`src/rtl/i2m_pkg.sv`:
```
// Constants, state types and reset values shared by the two-wire register master
package i2m_pkg;

	// ****************************************************************
	// Timing
	// ****************************************************************
	localparam int CLK_PERIOD_NS  = 40;                                    // System clock period
	localparam int BIT_RATE_KBPS  = 100;                                   // Standard-mode rate
	localparam int BIT_PERIOD_NS  = 1000000 / BIT_RATE_KBPS;
	// Least bit time, rounded up so the rate never exceeds the limit
	localparam int BIT_CYC        = (BIT_PERIOD_NS + CLK_PERIOD_NS - 1) / CLK_PERIOD_NS;
	localparam int QTR_CYC        = (BIT_CYC + 3) / 4;
	localparam int QTR_W          = $clog2(QTR_CYC);
	localparam logic [QTR_W-1:0] QTR_LOAD = QTR_W'(QTR_CYC - 1);

	// ****************************************************************
	// Field widths and bit positions
	// ****************************************************************
	localparam int SLAVE_W        = 7;                                     // 7-bit addressing only
	localparam int BYTE_W         = 8;
	localparam int LEN_W          = 8;
	localparam logic [3:0] ACK_BIT   = 4'h8;                               // Ninth clock of a byte
	localparam logic [3:0] LAST_DATA = 4'h7;
	localparam logic [1:0] Q_DATA    = 2'h0;                               // Quarter that sets SDA
	localparam logic [1:0] Q_RISE    = 2'h1;                               // Quarter that releases SCL
	localparam logic [1:0] Q_SAMPLE  = 2'h2;                               // Quarter that samples SDA
	localparam logic [1:0] Q_FALL    = 2'h3;                               // Quarter that pulls SCL
	localparam logic       DIR_WRITE = 1'h0;
	localparam logic       DIR_READ  = 1'h1;

	// ****************************************************************
	// Types
	// ****************************************************************
	typedef enum logic [4:0] {
		ST_IDLE  = 5'h01,
		ST_START = 5'h02,
		ST_BIT   = 5'h04,
		ST_FETCH = 5'h08,
		ST_STOP  = 5'h10
	} i2m_state_t;

	typedef enum logic [4:0] {
		SG_SADDR_W = 5'h01,
		SG_REGADDR = 5'h02,
		SG_WDATA   = 5'h04,
		SG_SADDR_R = 5'h08,
		SG_RDATA   = 5'h10
	} i2m_stage_t;

	typedef struct packed {
		i2m_state_t          state;
		i2m_stage_t          stage;
		logic [1:0]          q;
		logic [QTR_W-1:0]    tmr;
		logic [3:0]          bitn;
		logic [BYTE_W-1:0]   sh;
		logic                ack_in;
		logic                pend_start;
		logic [SLAVE_W-1:0]  slave;
		logic [BYTE_W-1:0]   regad;
		logic                rnw;
		logic                sep;
		logic [LEN_W-1:0]    left;
		logic                pin_lvl;
		logic                scl_oe_n;
		logic                sda_oe_n;
		logic                ready;
		logic                wr_ready;
		logic                rd_valid;
		logic [BYTE_W-1:0]   rd_data;
		logic                done;
		logic                nack_err;
	} i2m_st_t;

	localparam i2m_st_t ST_RESET = '{
		state: ST_IDLE, stage: SG_SADDR_W, q: 2'h0, tmr: '0, bitn: 4'h0, sh: 8'h00,
		ack_in: 1'h0, pend_start: 1'h0, slave: 7'h00, regad: 8'h00, rnw: 1'h0,
		sep: 1'h0, left: 8'h00, pin_lvl: 1'h0, scl_oe_n: 1'h1, sda_oe_n: 1'h1,
		ready: 1'h1, wr_ready: 1'h0, rd_valid: 1'h0, rd_data: 8'h00, done: 1'h0,
		nack_err: 1'h0};

	typedef struct packed {
		logic [1:0] s1;
		logic [1:0] s2;
		logic [1:0] s3;
		logic [1:0] filt;
	} i2m_sync_st_t;

	localparam i2m_sync_st_t SYNC_RESET = '{s1: 2'h3, s2: 2'h3, s3: 2'h3, filt: 2'h3};

endpackage

```
`src/rtl/i2m_line_if.sv`:
```
// Filtered bus line levels passed from the pin synchroniser to the master
`timescale 1ns/1ps
interface i2m_line_if;
	logic scl;
	logic sda;
	modport src (output scl, output sda);
	modport dst (input scl, input sda);
endinterface

```
`src/rtl/i2m_pin_sync.sv`:
```
// Three-stage synchroniser and agreement filter for the SCL and SDA inputs
`timescale 1ns/1ps
module i2m_pin_sync (
	// Clock and reset
	input  wire logic  clock,
	input  wire logic  rst,
	// Raw pins
	input  wire logic  scl_in,
	input  wire logic  sda_in,
	// Filtered levels
	i2m_line_if.src    line
);
	import i2m_pkg::*;

	i2m_sync_st_t st_ff;
	i2m_sync_st_t nxt_st;

	// Stage one is read only by stage two; the filter looks at stages two and three
	always_comb begin
		nxt_st    = st_ff;
		nxt_st.s1 = {scl_in, sda_in};
		nxt_st.s2 = st_ff.s1;
		nxt_st.s3 = st_ff.s2;
		for (int i = 0; i < 2; i++) begin
			if (st_ff.s2[i] == st_ff.s3[i]) begin
				nxt_st.filt[i] = st_ff.s3[i];
			end
		end
	end

	// State register; bus idles high so reset to released
	always_ff @(posedge clock or posedge rst) begin
		if (rst) begin
			st_ff <= SYNC_RESET;
		end else begin
			st_ff <= nxt_st;
		end
	end

	assign line.scl = st_ff.filt[1];
	assign line.sda = st_ff.filt[0];
endmodule // i2m_pin_sync

```
`src/rtl/i2m_master.sv`:
```
// Standard-mode two-wire master performing sequential register writes and reads
`timescale 1ns/1ps
module i2m_master (
	// Clock and reset
	input  wire logic                    clock,
	input  wire logic                    rst,
	// Command
	input  wire logic                    cmd_go,
	output logic                         cmd_ready,
	input  wire logic                    cmd_rnw,
	input  wire logic                    cmd_sep_stop,
	input  wire logic [i2m_pkg::SLAVE_W-1:0] cmd_slave,
	input  wire logic [i2m_pkg::BYTE_W-1:0]  cmd_reg,
	input  wire logic [i2m_pkg::LEN_W-1:0]   cmd_len_m1,
	// Write data
	input  wire logic [i2m_pkg::BYTE_W-1:0]  wr_data,
	input  wire logic                    wr_valid,
	output logic                         wr_ready,
	// Read data
	output logic [i2m_pkg::BYTE_W-1:0]   rd_data,
	output logic                         rd_valid,
	// Status
	output logic                         done,
	output logic                         nack_err,
	// Bus pins
	input  wire logic                    scl_in,
	output logic                         scl_o,
	output logic                         scl_oe_n,
	input  wire logic                    sda_in,
	output logic                         sda_o,
	output logic                         sda_oe_n
);
	import i2m_pkg::*;

	// ****************************************************************
	// Checks and synchroniser
	// ****************************************************************
	if (QTR_CYC < 4) begin : g_rate_check
		$error("system clock too slow for the bus rate");
	end

	i2m_line_if line ();

	i2m_pin_sync u_sync (
		.clock  (clock),
		.rst    (rst),
		.scl_in (scl_in),
		.sda_in (sda_in),
		.line   (line.src)
	);

	// Every stage except the read data is driven by the master
	function automatic logic f_is_tx(input i2m_stage_t sg);
		return sg != SG_RDATA;
	endfunction

	i2m_st_t st_ff;
	i2m_st_t nxt_st;
	logic    tick;
	logic    stretch;

	// ****************************************************************
	// Sequencer
	// ****************************************************************
	// Quarter timer pauses while a released SCL is still held low by the slave
	assign stretch = st_ff.scl_oe_n && !line.scl && (st_ff.state != ST_IDLE);
	assign tick    = (st_ff.tmr == '0) && !stretch;

	always_comb begin
		nxt_st          = st_ff;
		nxt_st.wr_ready = 1'b0;
		nxt_st.rd_valid = 1'b0;
		nxt_st.done     = 1'b0;
		if (st_ff.state == ST_IDLE) begin
			if (cmd_go) begin
				nxt_st.state      = ST_START;
				nxt_st.stage      = SG_SADDR_W;
				nxt_st.q          = Q_DATA;
				nxt_st.tmr        = QTR_LOAD;
				nxt_st.slave      = cmd_slave;
				nxt_st.regad      = cmd_reg;
				nxt_st.rnw        = cmd_rnw;
				nxt_st.sep        = cmd_sep_stop;
				nxt_st.left       = cmd_len_m1;
				nxt_st.sh         = {cmd_slave, DIR_WRITE};
				nxt_st.ready      = 1'b0;
				nxt_st.nack_err   = 1'b0;
				nxt_st.pend_start = 1'b0;
			end
		end else if (st_ff.state == ST_FETCH) begin
			// Wait for the next write byte with SCL held low
			if (wr_valid && st_ff.wr_ready) begin
				nxt_st.sh    = wr_data;
				nxt_st.state = ST_BIT;
				nxt_st.bitn  = 4'h0;
				nxt_st.q     = Q_DATA;
				nxt_st.tmr   = QTR_LOAD;
			end else begin
				nxt_st.wr_ready = 1'b1;
			end
		end else if (!tick) begin
			if (!stretch) begin
				nxt_st.tmr = st_ff.tmr - 1'b1;
			end
		end else begin
			nxt_st.tmr = QTR_LOAD;
			nxt_st.q   = st_ff.q + 1'b1;
			case (st_ff.state)
				ST_START: begin
					// Release SDA, release SCL, pull SDA with SCL high, pull SCL
					case (st_ff.q)
						Q_DATA:   nxt_st.sda_oe_n = 1'b1;
						Q_RISE:   nxt_st.scl_oe_n = 1'b1;
						Q_SAMPLE: nxt_st.sda_oe_n = 1'b0;
						default: begin
							nxt_st.scl_oe_n = 1'b0;
							nxt_st.state    = ST_BIT;
							nxt_st.bitn     = 4'h0;
						end
					endcase
				end
				ST_BIT: begin
					case (st_ff.q)
						Q_DATA: begin
							// SDA changes only while SCL is low
							if (st_ff.bitn != ACK_BIT) begin
								nxt_st.sda_oe_n = f_is_tx(st_ff.stage) ? st_ff.sh[BYTE_W-1] : 1'b1;
							end else if (f_is_tx(st_ff.stage)) begin
								nxt_st.sda_oe_n = 1'b1;
							end else begin
								nxt_st.sda_oe_n = (st_ff.left == '0);
							end
						end
						Q_RISE:   nxt_st.scl_oe_n = 1'b1;
						Q_SAMPLE: begin
							if (st_ff.bitn == ACK_BIT) begin
								nxt_st.ack_in = line.sda;
							end else begin
								nxt_st.sh = {st_ff.sh[BYTE_W-2:0], line.sda};
								if (!f_is_tx(st_ff.stage) && st_ff.bitn == LAST_DATA) begin
									nxt_st.rd_data  = {st_ff.sh[BYTE_W-2:0], line.sda};
									nxt_st.rd_valid = 1'b1;
								end
							end
						end
						default: begin
							nxt_st.scl_oe_n = 1'b0;
							nxt_st.bitn     = st_ff.bitn + 1'b1;
							if (st_ff.bitn == ACK_BIT) begin
								nxt_st.bitn = 4'h0;
								if (f_is_tx(st_ff.stage) && st_ff.ack_in) begin
									nxt_st.nack_err = 1'b1;
									nxt_st.state    = ST_STOP;
								end else begin
									case (st_ff.stage)
										SG_SADDR_W: begin
											nxt_st.stage = SG_REGADDR;
											nxt_st.sh    = st_ff.regad;
										end
										SG_REGADDR: begin
											if (st_ff.rnw) begin
												// Read phase reuses the slave address
												nxt_st.stage = SG_SADDR_R;
												nxt_st.sh    = {st_ff.slave, DIR_READ};
												nxt_st.state = st_ff.sep ? ST_STOP : ST_START;
												nxt_st.pend_start = st_ff.sep;
											end else begin
												nxt_st.stage = SG_WDATA;
												nxt_st.state = ST_FETCH;
											end
										end
										SG_WDATA: begin
											if (st_ff.left == '0) begin
												nxt_st.state = ST_STOP;
											end else begin
												nxt_st.left  = st_ff.left - 1'b1;
												nxt_st.state = ST_FETCH;
											end
										end
										SG_SADDR_R: nxt_st.stage = SG_RDATA;
										default: begin
											if (st_ff.left == '0) begin
												nxt_st.state = ST_STOP;
											end else begin
												nxt_st.left = st_ff.left - 1'b1;
											end
										end
									endcase
								end
							end
						end
					endcase
				end
				ST_STOP: begin
					// Pull SDA under low SCL, release SCL, release SDA, bus free
					case (st_ff.q)
						Q_DATA:   nxt_st.sda_oe_n = 1'b0;
						Q_RISE:   nxt_st.scl_oe_n = 1'b1;
						Q_SAMPLE: nxt_st.sda_oe_n = 1'b1;
						default: begin
							if (st_ff.pend_start) begin
								nxt_st.pend_start = 1'b0;
								nxt_st.state      = ST_START;
							end else begin
								nxt_st.state = ST_IDLE;
								nxt_st.ready = 1'b1;
								nxt_st.done  = 1'b1;
							end
						end
					endcase
				end
				default: nxt_st = ST_RESET;
			endcase
		end
	end

	// State register
	always_ff @(posedge clock or posedge rst) begin
		if (rst) begin
			st_ff <= ST_RESET;
		end else begin
			st_ff <= nxt_st;
		end
	end

	// Open-drain pins only ever drive low
	assign scl_o     = st_ff.pin_lvl;
	assign sda_o     = st_ff.pin_lvl;
	assign scl_oe_n  = st_ff.scl_oe_n;
	assign sda_oe_n  = st_ff.sda_oe_n;
	assign cmd_ready = st_ff.ready;
	assign wr_ready  = st_ff.wr_ready;
	assign rd_data   = st_ff.rd_data;
	assign rd_valid  = st_ff.rd_valid;
	assign done      = st_ff.done;
	assign nack_err  = st_ff.nack_err;

	// ****************************************************************
	// Assertions
	// ****************************************************************
	localparam int LOW_MIN  = 2 * QTR_CYC - 1;
	localparam int STOP_MAX = 300;

	// Helper: length of each SCL low phase
	logic [QTR_W+1:0] low_cnt_ff;
	always_ff @(posedge clock or posedge rst) begin
		if (rst) begin
			low_cnt_ff <= '0;
		end else begin
			low_cnt_ff <= st_ff.scl_oe_n ? '0 : (&low_cnt_ff ? low_cnt_ff : low_cnt_ff + 1'b1); // Saturate on long waits
		end
	end

	wire bit_q1  = st_ff.state == ST_BIT && st_ff.q == Q_RISE;
	wire end_ack = st_ff.state == ST_BIT && st_ff.bitn == ACK_BIT && st_ff.q == Q_FALL && tick;
endmodule // i2m_master

```
`config.mk`:
```
export PLATFORM = sky130hd
export DESIGN_NAME = i2m_master
export DESIGN_NICKNAME = d
export VERILOG_FILES = /design/src/rtl/i2m_pkg.sv /design/src/rtl/i2m_line_if.sv /design/src/rtl/i2m_pin_sync.sv /design/src/rtl/i2m_master.sv
export SDC_FILE = /design/constraint.sdc
export NUM_CORES = 1
export LEC_CHECK = 0
export CAP_MARGIN = 5
export CORE_AREA = 2 2 93 86
export CTS_CLUSTER_DIAMETER = 60
export DETAILED_ROUTE_END_ITERATION = 10
export DIE_AREA = 0 0 95 88
export DONT_BUFFER_PORTS = 1
export GPL_TIMING_DRIVEN = 0
export HOLD_SLACK_MARGIN = 0.03
export PLACE_DENSITY = 0.78
export RECOVER_POWER = 25
export SYNTH_ARGS = -nofsm -noshare
export SYNTH_HDL_FRONTEND = slang
export SYNTH_SLANG_ARGS = --single-unit
```
`constraint.sdc`:
```
create_clock -name clock -period 2.72 [get_ports clock]
set_input_delay 0.408 -clock clock [delete_from_list [all_inputs] [get_ports clock]]
set_output_delay 0.408 -clock clock [all_outputs]
set_load 0.05 [all_outputs]
```
# [Word-level counts from Yosys, hierarchy flattened]
# Cells that the tools add are included.
[totals] ff_bits=80 input_bits=39 out_inout_bits=17 wordCells=222
[classes] n_addsub=4 n_eq_ne=62 n_mux=89 n_bitwise=3 reduce_logical=38
[op_table] cell="2-to-1 mux 8 bit" n=11
[op_table] cell="2-to-1 mux 55 bit" n=1
[op_table] cell="2-to-1 mux 26 bit" n=2
[op_table] cell="2-to-1 mux 5 bit" n=10
[op_table] cell="case mux 8 bit (2 select lines)" n=3
[op_table] cell="case mux 5 bit (3 select lines)" n=3
[op_table] cell="2-to-1 mux 10 bit" n=4
[op_table] cell="2-to-1 mux 20 bit" n=2
[op_table] cell="2-to-1 mux 18 bit" n=2
[op_table] cell="case mux 9 bit (2 select lines)" n=2
[op_table] cell="2-to-1 mux 30 bit" n=1
[op_table] cell="inequality test 3 bit, second input constant" n=10
[op_table] cell="2-to-1 mux 9 bit" n=3
[op_table] cell="2-to-1 mux 1 bit" n=26
[op_table] cell="2-to-1 mux 12 bit" n=2
[op_table] cell="AND reduction 6 bit" n=4
[op_table] cell="2-to-1 mux 11 bit" n=2
[op_table] cell="inequality test 4 bit, second input constant" n=5
[op_table] cell="AND reduction 10 bit" n=2
[op_table] cell="AND reduction 9 bit" n=2
[op_table] cell="2-to-1 mux 17 bit" n=1
[op_table] cell="inequality test 5 bit, second input constant" n=3
[op_table] cell="inequality test 2 x 1 -> 1 bit, second input constant" n=7
[op_table] cell="inequality test 2 bit, second input constant" n=7
[op_table] cell="other kinds (47)" n=81

# [Logic depth before layout (Yosys ltp)]
# Gate-level depths: netlist of run 1.
[logic_depth] word_depth=11 depth_mapped=10 depth_no_buf=8

# [Hierarchy]
# Synthesis of run 1 repeated with hierarchy kept, for this count alone.
[hier_totals] hier_cells=504 area_unflattened_um2=4653.2
[modules_own_cells] mod="i2m_master" n_inst=1 cells_each=493 area_per_inst_um2=4416.7 seq_area_each_um2=1808.0
[modules_own_cells] mod="i2m_pin_sync" n_inst=1 cells_each=11 area_per_inst_um2=236.5 seq_area_each_um2=210.2

# [Worst setup path after synthesis of run 1]
# No wires, ideal clock.
[synth_timing] path_kind="register -> register" startpoint="register st_ff[55] in the netlist's numbering" endpoint="register st_ff[18] in the netlist's numbering" setup_ps=129 arrival_ps=2186 slack_ps=405 path_stages_with_launch=11 period_less_slack_ps=2315 path_cell_list="dfrtp_1 > inv_1 > ha_1 > nand2b_1 > nor4b_4 > a22oi_1 > or3_1 > buf_2 > buf_6 > o21ai_0 > o21ai_0"
[synth_between] elab_chain_cells=4
[synth_lines] item="start: declaration" line="i2m_master.sv:57" rtl="i2m_st_t st_ff;"
[synth_lines] item="start signal: assignment" line="i2m_master.sv:222" rtl="st_ff <= nxt_st;"
[synth_lines] item="zero test 6 bit" line="i2m_master.sv:67" rtl="assign tick = (st_ff.tmr == '0) && !stretch;"
[synth_lines] item="logical AND 1 bit" line="i2m_master.sv:67"
[synth_lines] item="nonzero test 2 bit (no line)"
[synth_lines] item="AND reduction 9 bit (no line)"
# Every way passes these cells.
# A chain may end at the register's enable or synchronous reset.

# [Final worst setup path of run 1]
[layout_timing] startpoint="register st_ff[63] in the netlist's numbering" endpoint="register st_ff[18] in the netlist's numbering"
[layout_between] elab_chain_cells=4
[layout_lines] item="== test 5 x 4 -> 1 bit, or another cell as far along" line="i2m_master.sv:155" rtl="case (st_ff.stage)"
[layout_lines] item="OR reduction 3 bit (no line) / logical AND 1 bit (equally long branches)"
[layout_lines] item="inequality test 3 bit (no line)"
[layout_lines] item="AND reduction 9 bit (no line) *"
# Every way passes the cells marked *; elsewhere a longest branch is shown, timed or not.

==> results_dict.tcl, run 1 <==
set metrics [dict create \
    syn_inst_count 489 \
    cap_viol_max_count 0 \
    dpl.hpwl_um 8035 \
    drive_above_1_share_pct 19.10 \
    grt_antenna_before_repair 0 \
    internal_pwr_total_w 0.002446 \
    crit_path_start_kind "flip-flop" \
    worstHoldPathType "input port to flip-flop" \
    place.gp.congestion 0.9439 \
    post_synth_most_frequent_cells "sky130_fd_sc_hd__dfrtp_1, sky130_fd_sc_hd__nand2_1, sky130_fd_sc_hd__o21ai_0" \
    fin_util_pct 67.90 \
    postSynthRegisterBits 80 \
    timing.final.crit_period_ns 2.583 \
    r2r_cells 9 \
    die_area_mm2 0.008360 \
    nNetsFinal 556 \
    fill_cells 564 \
    cts_htree_levels 3 \
    wl_per_cell_um 17.99 \
    worst-r2r-setup-slack_ns 0.14 \
    numCtsBuffers 9 \
    height_of_the_chip_um 88 \
    global_route_wire_length_before_repair_um 17920 \
    first_global_vias 3492 \
    synth_top_family_by_area "compound AO/OA/AOI/OAI gates" \
    ratio_of_routed_vias_to_standard_cells 6.274 \
    synth_xor_xnor_area_share_pct 0.7634 \
    netlist.top_cell.by_area "sky130_fd_sc_hd__dfrtp_1" \
    finalSetupViolCount 0 \
    synth.cell_area_mm2 0.004589 \
    postLayoutSetupSlackWorst_ns 0.1371 \
    place.port_buffers 0 \
    critPathSlowestCell "sky130_fd_sc_hd__dfstp_2" \
    cts_num_sinks 80 \
    synth-compound-area-share_pct 23.06 \
    worst_setup_hold_path_clk_slew_ns 0.10 \
    route.final.wire_length_um 10950 \
    synth_enable_flop_cells 0 \
    placeableCoreArea_mm2 0.007395 \
    critical_path.reg2reg.startpoint "st_ff[63]$_DFFE_PP1P_" \
    synthMostInstantiatedCell "sky130_fd_sc_hd__dfrtp_1" \
    drt_iter0_drc 364 \
    final_design_area_no_fill_mm2 0.005021 \
    critPathLaunch "st_ff[63]$_DFFE_PP1P_" \
    hold_path_end "st_ff[31]$_DFFE_PP0P_" \
    grt_setup_unrepaired "true" \
    hold-worst-slack_ns 0.1697 \
    clock.fmax_mhz 387.2 \
    period_share_pct 94.96 \
    timing.max_slew.rel_slack_pct 3.815 \
    timing.hold.worst.start "cmd_reg[5]" \
    yosys.cell_types.count 70 \
    residual_drc_count 0 \
    dieWidth_um 95 \
    floorplan.initialDensity_pct 62.06 \
    clkLatencyLatePin_ns 0.36 \
    power-per-cell-area_mw_per_mm2 854.3 \
    power.share.clock_pct 20.3 \
    synthToLayoutAreaGrowth_pct 9.406 \
    muxShareOfSynthArea_pct 5.180 \
    timing.critical_path.required_ns 2.96 \
    cellLeakagePower_nw 2.076 \
    grt_start_max_net_pins 68 \
    rr_endpoint "st_ff[18]$_DFFE_PP0P_" \
    synthTopCellsByArea "sky130_fd_sc_hd__dfrtp_1, sky130_fd_sc_hd__dfstp_2, sky130_fd_sc_hd__o21ai_0" \
    transition_time_of_the_tightest_slew_check_pin_ns 1.443 \
    synth_largest_type_area_fraction_pct 36.53 \
    total_switching_power_w 0.001844 \
    max-clock-path-buffers 2 \
    final_hold_vios 0 \
    report.final.slew_viol_count 0 \
    clock_skew_ns 0.01081 \
    critical-path-max-stage-delay_ns 0.53 \
    number_of_warnings_issued_by_yosys 0 \
    synthAdderAreaFrac_pct 2.890 \
    switching_share_pct 42.98 \
    synth-async-reset-ratio_pct 100.0 \
    tritoncts "built" \
    synth-main-ff-cell "sky130_fd_sc_hd__dfrtp_1" \
    detail_route.first_pass.iterations 5 \
    yosysSeqAreaShare_pct 43.97 \
    routed-via-count 3821 \
    combinationalPowerShare_pct 40.2 \
    clockRootBuffer "sky130_fd_sc_hd__clkbuf_8" \
    crit_path_dat_ns 2.82 \
    critPathKind "flip-flop to flip-flop" \
    rows 30 \
    global_route_overflow 0 \
    pre_cts_slack_ns 0.004434 \
    synthSimpleGateAreaFrac_pct 19.11 \
    grt_util_all_layers_pct 28.19 \
    timing.setup.tns_ns 0 \
    ioPinCount 56 \
    placedInstanceArea_mm2 0.004743 \
    timing.hold.worst_path_depth 2 \
    crit_path_cell_trace "buf_2, xnor2_1, o22ai_1, o41a_2, or3_1, buf_2, buf_6, o21ai_0, o21ai_0" \
    cp_max_fo 10 \
    postRouteAntennaNets 0 \
    syn_avg_cell_area_um2 9.385 \
    run_status "finished clean" \
    ir_drop_mv 0.4395 \
    critPathCaptureType "flip-flop" \
    seq_power_share_pct 39.5 \
    antenna-diode-count 0 \
]
-- critical path: cells and delay by family, from the launching register on --
kind | cells | cell delay [ns]
xor gates and xnor gates | 1 | 0.16
and+or+nand+nor | 1 | 0.36
AOI/OAI and AO/OA | 4 | 0.87
buffers and inverters | 3 | 0.53
DFF | 1 | 0.53
-- layer usage --
| layer | global-route usage, % | share of wire (%) | routed length (um) | up-vias |
|---|---|---|---|---|
| li1 | - | - | - | 1800 |
| met1 | 42.39 | 46 | 5038 | 1816 |
| met2 | 41.01 | 45 | 4911 | 179 |
| met3 | 6.110 | 7.0 | 764 | 26 |
| met4 | 8.696 | 2.2 | 240 | 0 |
| met5 | 0 | 0 | 0 | - |
-- kinds of logic (layout without fill, tap and decap cells) --
kind of cell    after synthesis  count (layout)
compound gates              155             155
other cells                   1               2
simple gates                171             171
mux                          21              21
buf+inv                      46              69
fa+ha+maj                    11              11
xor+xnor                      4               4
flops                        80              80
-- stage by stage --
| stage | instances | power (W) |
|---|---|---|
| floorplan | 490 | 0.002939 |
| global placement | 586 | 0.003273 |
| detailed placement | 587 | 0.003331 |
| CTS | 608 | 0.004217 |
| global route | 609 | 0.004580 |
| finish | 609 | 0.004289 |
-- repair_timing --
item | CTS | global route
hold endpoints to repair | 15 | 0
buffers inserted | 2 | 3
pin swaps | 1 | 5
setup endpoints to repair | 2 | 33
gates resized for setup | 1 | 11
hold buffers | 3 | 0
-- placed cells by master (no fill, tap or decap), types with 3 or more instances in the layout --
| master | Yosys | routed |
|---|---|---|
| sky130_fd_sc_hd__buf_2 | 7 | 8 |
| sky130_fd_sc_hd__nor4_1 | 6 | 5 |
| sky130_fd_sc_hd__o22ai_1 | 3 | 3 |
| sky130_fd_sc_hd__o21a_1 | 4 | 4 |
| sky130_fd_sc_hd__nor3_1 | 7 | 6 |
| sky130_fd_sc_hd__nand2b_1 | 11 | 10 |
| sky130_fd_sc_hd__mux2_2 | 18 | 18 |
| sky130_fd_sc_hd__dfstp_2 | 13 | 12 |
| sky130_fd_sc_hd__a21oi_1 | 25 | 25 |
| sky130_fd_sc_hd__a22o_1 | 10 | 10 |
| sky130_fd_sc_hd__xnor2_1 | 3 | 3 |
| sky130_fd_sc_hd__clkbuf_8 | 0 | 9 |
| sky130_fd_sc_hd__o211ai_1 | 9 | 9 |
| sky130_fd_sc_hd__o31ai_1 | 6 | 6 |
| sky130_fd_sc_hd__nand2_1 | 66 | 66 |
| sky130_fd_sc_hd__inv_6 | 0 | 3 |
| sky130_fd_sc_hd__o21ai_0 | 56 | 56 |
| sky130_fd_sc_hd__buf_4 | 10 | 15 |
| sky130_fd_sc_hd__dfrtp_1 | 67 | 67 |
| sky130_fd_sc_hd__and2_1 | 6 | 6 |
| sky130_fd_sc_hd__a31oi_1 | 6 | 6 |
| sky130_fd_sc_hd__inv_1 | 15 | 14 |
| sky130_fd_sc_hd__or3_1 | 7 | 7 |
| sky130_fd_sc_hd__clkbuf_1 | 12 | 8 |
| sky130_fd_sc_hd__dlygate4sd3_1 | 0 | 3 |
| sky130_fd_sc_hd__ha_1 | 9 | 9 |
| sky130_fd_sc_hd__nor2_1 | 36 | 36 |
| sky130_fd_sc_hd__a22oi_1 | 9 | 8 |
| sky130_fd_sc_hd__nand3_1 | 10 | 10 |
-- flip-flops by register name, summed over array words and instances (netlist names) --
register,flops
u_sync.nxt_st,4
scl_oe_n,1
rd_data,8
sda_oe_n,1
rd_valid,1
cmd_ready,1
done,1
nack_err,1
st_ff,57
wr_ready,1
u_sync.st_ff,2
u_sync.line.scl,1
u_sync.line.sda,1
-- power by group through the flow --
stage / Clock [W] / Sequential, W / Combinational, W
2_1_floorplan: 0 / 0.00164 / 0.00129
3_3_place_gp: 0 / 0.00169 / 0.00158
3_5_place_dp: 0 / 0.00171 / 0.00162
4_1_cts: 0.000889 / 0.00169 / 0.00164
5_1_grt: 0.000941 / 0.00173 / 0.00191
6_report: 0.000871 / 0.00170 / 0.00172
-- cell type report --
cell class	count	area [um2]	area share (%)
plain buffers	29	165.2	3.289
repair buffers	9	72.57	1.445
inverters	15	57.56	1.146
clock buffers	9	123.9	2.467
flip-flops and latches	80	2018	40.19
clock inverters	7	72.57	1.445
well taps	96	120.1	2.392
multi-input cells	364	2391	47.62
-- how the worst max path moves through the flow --
stage,end,slack (ns),cells after the start
2_1_floorplan,done$_DFF_PP0_,0.28,1
3_3_place_gp,st_ff[72]$_DFFE_PP0P_,-0.52,1
3_5_place_dp,st_ff[23]$_DFFE_PP0P_,0.004,10
4_1_cts,st_ff[23]$_DFFE_PP0P_,0.02,8
5_1_grt,st_ff[23]$_DFFE_PP0P_,-0.001,8
6_report,st_ff[18]$_DFFE_PP0P_,0.14,9
No activity file was read; power rests on OpenSTA's default activity.
==> run 2: changes to the inputs <==
Settings changed: MAX_ROUTING_LAYER set to met4.
==> results_dict.tcl, run 2 (same netlist as run 1, synthesis figures left out) <==
set metrics [dict create \
    first_global_vias 3552 \
    placeableCoreArea_mm2 0.007395 \
    timing.max_slew.rel_slack_pct 40.58 \
    cellLeakagePower_nw 2.077 \
    crit_path_dat_ns 2.92 \
    cp_max_fo 9 \
    cts_htree_levels 3 \
    postRouteAntennaNets 0 \
    clock.fmax_mhz 375.3 \
    synthToLayoutAreaGrowth_pct 9.351 \
    global_route_wire_length_before_repair_um 18040 \
    floorplan.initialDensity_pct 62.06 \
    die_area_mm2 0.008360 \
    detail_route.first_pass.iterations 5 \
    internal_pwr_total_w 0.002520 \
    total_switching_power_w 0.001822 \
    finalSetupViolCount 0 \
    grt_start_max_net_pins 66 \
    dieWidth_um 95 \
    critPathCaptureType "flip-flop" \
    report.final.slew_viol_count 0 \
    numCtsBuffers 9 \
    critPathKind "flip-flop to flip-flop" \
    grt_setup_unrepaired "true" \
    ioPinCount 56 \
    drive_above_1_share_pct 18.59 \
    hold-worst-slack_ns 0.1564 \
    worstHoldPathType "input port to flip-flop" \
    timing.setup.tns_ns 0 \
    top_register "st_ff" \
    clock_skew_ns 0.01497 \
    wl_per_cell_um 18.35 \
    period_share_pct 97.97 \
    power.share.clock_pct 22.3 \
    ir_drop_mv 0.5612 \
    route.final.wire_length_um 11140 \
    largest_register_ffs 57 \
    transition_time_of_the_tightest_slew_check_pin_ns 0.8912 \
    clkLatencyLatePin_ns 0.37 \
    nNetsFinal 554 \
    rows 30 \
    worst_setup_hold_path_clk_slew_ns 0.10 \
    routed-via-count 3801 \
    switching_share_pct 41.96 \
    cap_viol_max_count 0 \
    combinationalPowerShare_pct 38.6 \
    place.gp.congestion 0.9684 \
    run_status "finished clean" \
    timing.critical_path.required_ns 2.97 \
    global_route_overflow 0 \
    dpl.hpwl_um 8208 \
    power-per-cell-area_mw_per_mm2 865.2 \
    final_design_area_no_fill_mm2 0.005019 \
    cts_num_sinks 80 \
    ratio_of_routed_vias_to_standard_cells 6.262 \
    grt_util_all_layers_pct 29.16 \
    placedInstanceArea_mm2 0.004743 \
    residual_drc_count 0 \
    tritoncts "built" \
    max-clock-path-buffers 2 \
    layout.cells.most_common_list "sky130_fd_sc_hd__dfrtp_1, sky130_fd_sc_hd__nand2_1, sky130_fd_sc_hd__o21ai_0, sky130_fd_sc_hd__nor2_1, sky130_fd_sc_hd__a21oi_1" \
    clockRootBuffer "sky130_fd_sc_hd__clkbuf_8" \
    mostFrequentLayoutCell "sky130_fd_sc_hd__dfrtp_1" \
    final_hold_vios 0 \
    grt_antenna_before_repair 0 \
    height_of_the_chip_um 88 \
    seq_power_share_pct 39.1 \
    place.port_buffers 0 \
    timing.final.crit_period_ns 2.665 \
    drt_iter0_drc 287 \
    crit_path_start_kind "flip-flop" \
    antenna-diode-count 0 \
]
[run 2: changes by cell type in the layout (fill, tap and decap cells not counted), sizes merged]
| cell | change |
|---|---|
| bufinv | +1 |
| clkinv | +1 |
| clkbuf | +2 |
| inv | -1 |
| clkinvlp | -1 |
| buf | -4 |
[run 2: power groups by stage]
stage	combinational (W)	sequential, W	clock [W]
after floorplan	0.00129	0.00164	0
after global placement	0.00159	0.00170	0
after detailed placement	0.00162	0.00171	0
after CTS	0.00163	0.00169	0.000987
after global routing	0.00185	0.00173	0.00104
final	0.00168	0.00170	0.000970
[run 2: layer usage]
layer / track usage (%) / share of wire (%) / wire length, um
met5: - / 0 / 0
met4: 8.037 / 0.95 / 106
met3: 5.336 / 6.3 / 707
met2: 42.42 / 47 / 5199
met1: 42.11 / 46 / 5124
[run 2: stage by stage]
stage,worst slack [ns],power (W),utilization [%],std cells
after detailed placement,-0.02723,0.003331,64.15,587
after CTS,0.005793,0.004311,67.61,606
after global routing,-0.03577,0.004618,67.87,607
after global placement,-0.5281,0.003285,63.74,586
after floorplan,0.2818,0.002939,-,490
final,0.05530,0.004342,67.87,607
[run 2: timing repair]
| action | 4_1_cts | 5_1_grt |
|---|---|---|
| pin swaps | 0 | 1 |
| hold buffers | 3 | 0 |
| buffers inserted | 0 | 3 |
| resized for setup | 1 | 14 |
| hold endpoints to repair | 17 | 0 |
| endpoints found under the setup margin | 7 | 30 |
[run 2: area by class of cell]
type	count	area [um2]
Tap cell	96	120.1
Buffer	29	168.9
Fill cell	553	2376
Sequential cell	80	2018
Timing Repair Buffer	7	60.06
Clock buffer	9	123.9
Inverter	15	57.56
Clock inverter	7	97.59
Multi-Input combinational cell	364	2372
[run 2: worst paths after layout]
| path | startpoint | end | slack [ns] | cells past startpoint |
|---|---|---|---|---|
| setup / recovery | st_ff[19]$_DFFE_PP0P_ | st_ff[72]$_DFFE_PP0P_ | 0.06 | 5 |
| hold / removal | cmd_reg[2] | st_ff[28]$_DFFE_PP0P_ | 0.16 | 2 |
| setup reg to reg | st_ff[19]$_DFFE_PP0P_ | st_ff[72]$_DFFE_PP0P_ | 0.06 | 5 |
| hold reg to reg | u_sync.nxt_st[4]$_DFF_PP1_ | u_sync.nxt_st[2]$_DFF_PP1_ | 0.37 | 0 |
| max in group asynchronous | rst | st_ff[65]$_DFFE_PP0P_ | 0.81 | 3 |
| min in group asynchronous | rst | st_ff[30]$_DFFE_PP0P_ | 0.56 | 2 |
[run 2: worst max-delay path, cell delays in order, from the launching register on]
cell and delay, ns:
sky130_fd_sc_hd__dfrtp_1 0.45, sky130_fd_sc_hd__or4_4 0.60, sky130_fd_sc_hd__nor4b_4 0.50, sky130_fd_sc_hd__o221ai_2 0.21
sky130_fd_sc_hd__a211oi_4 0.45, sky130_fd_sc_hd__mux2_4 0.33
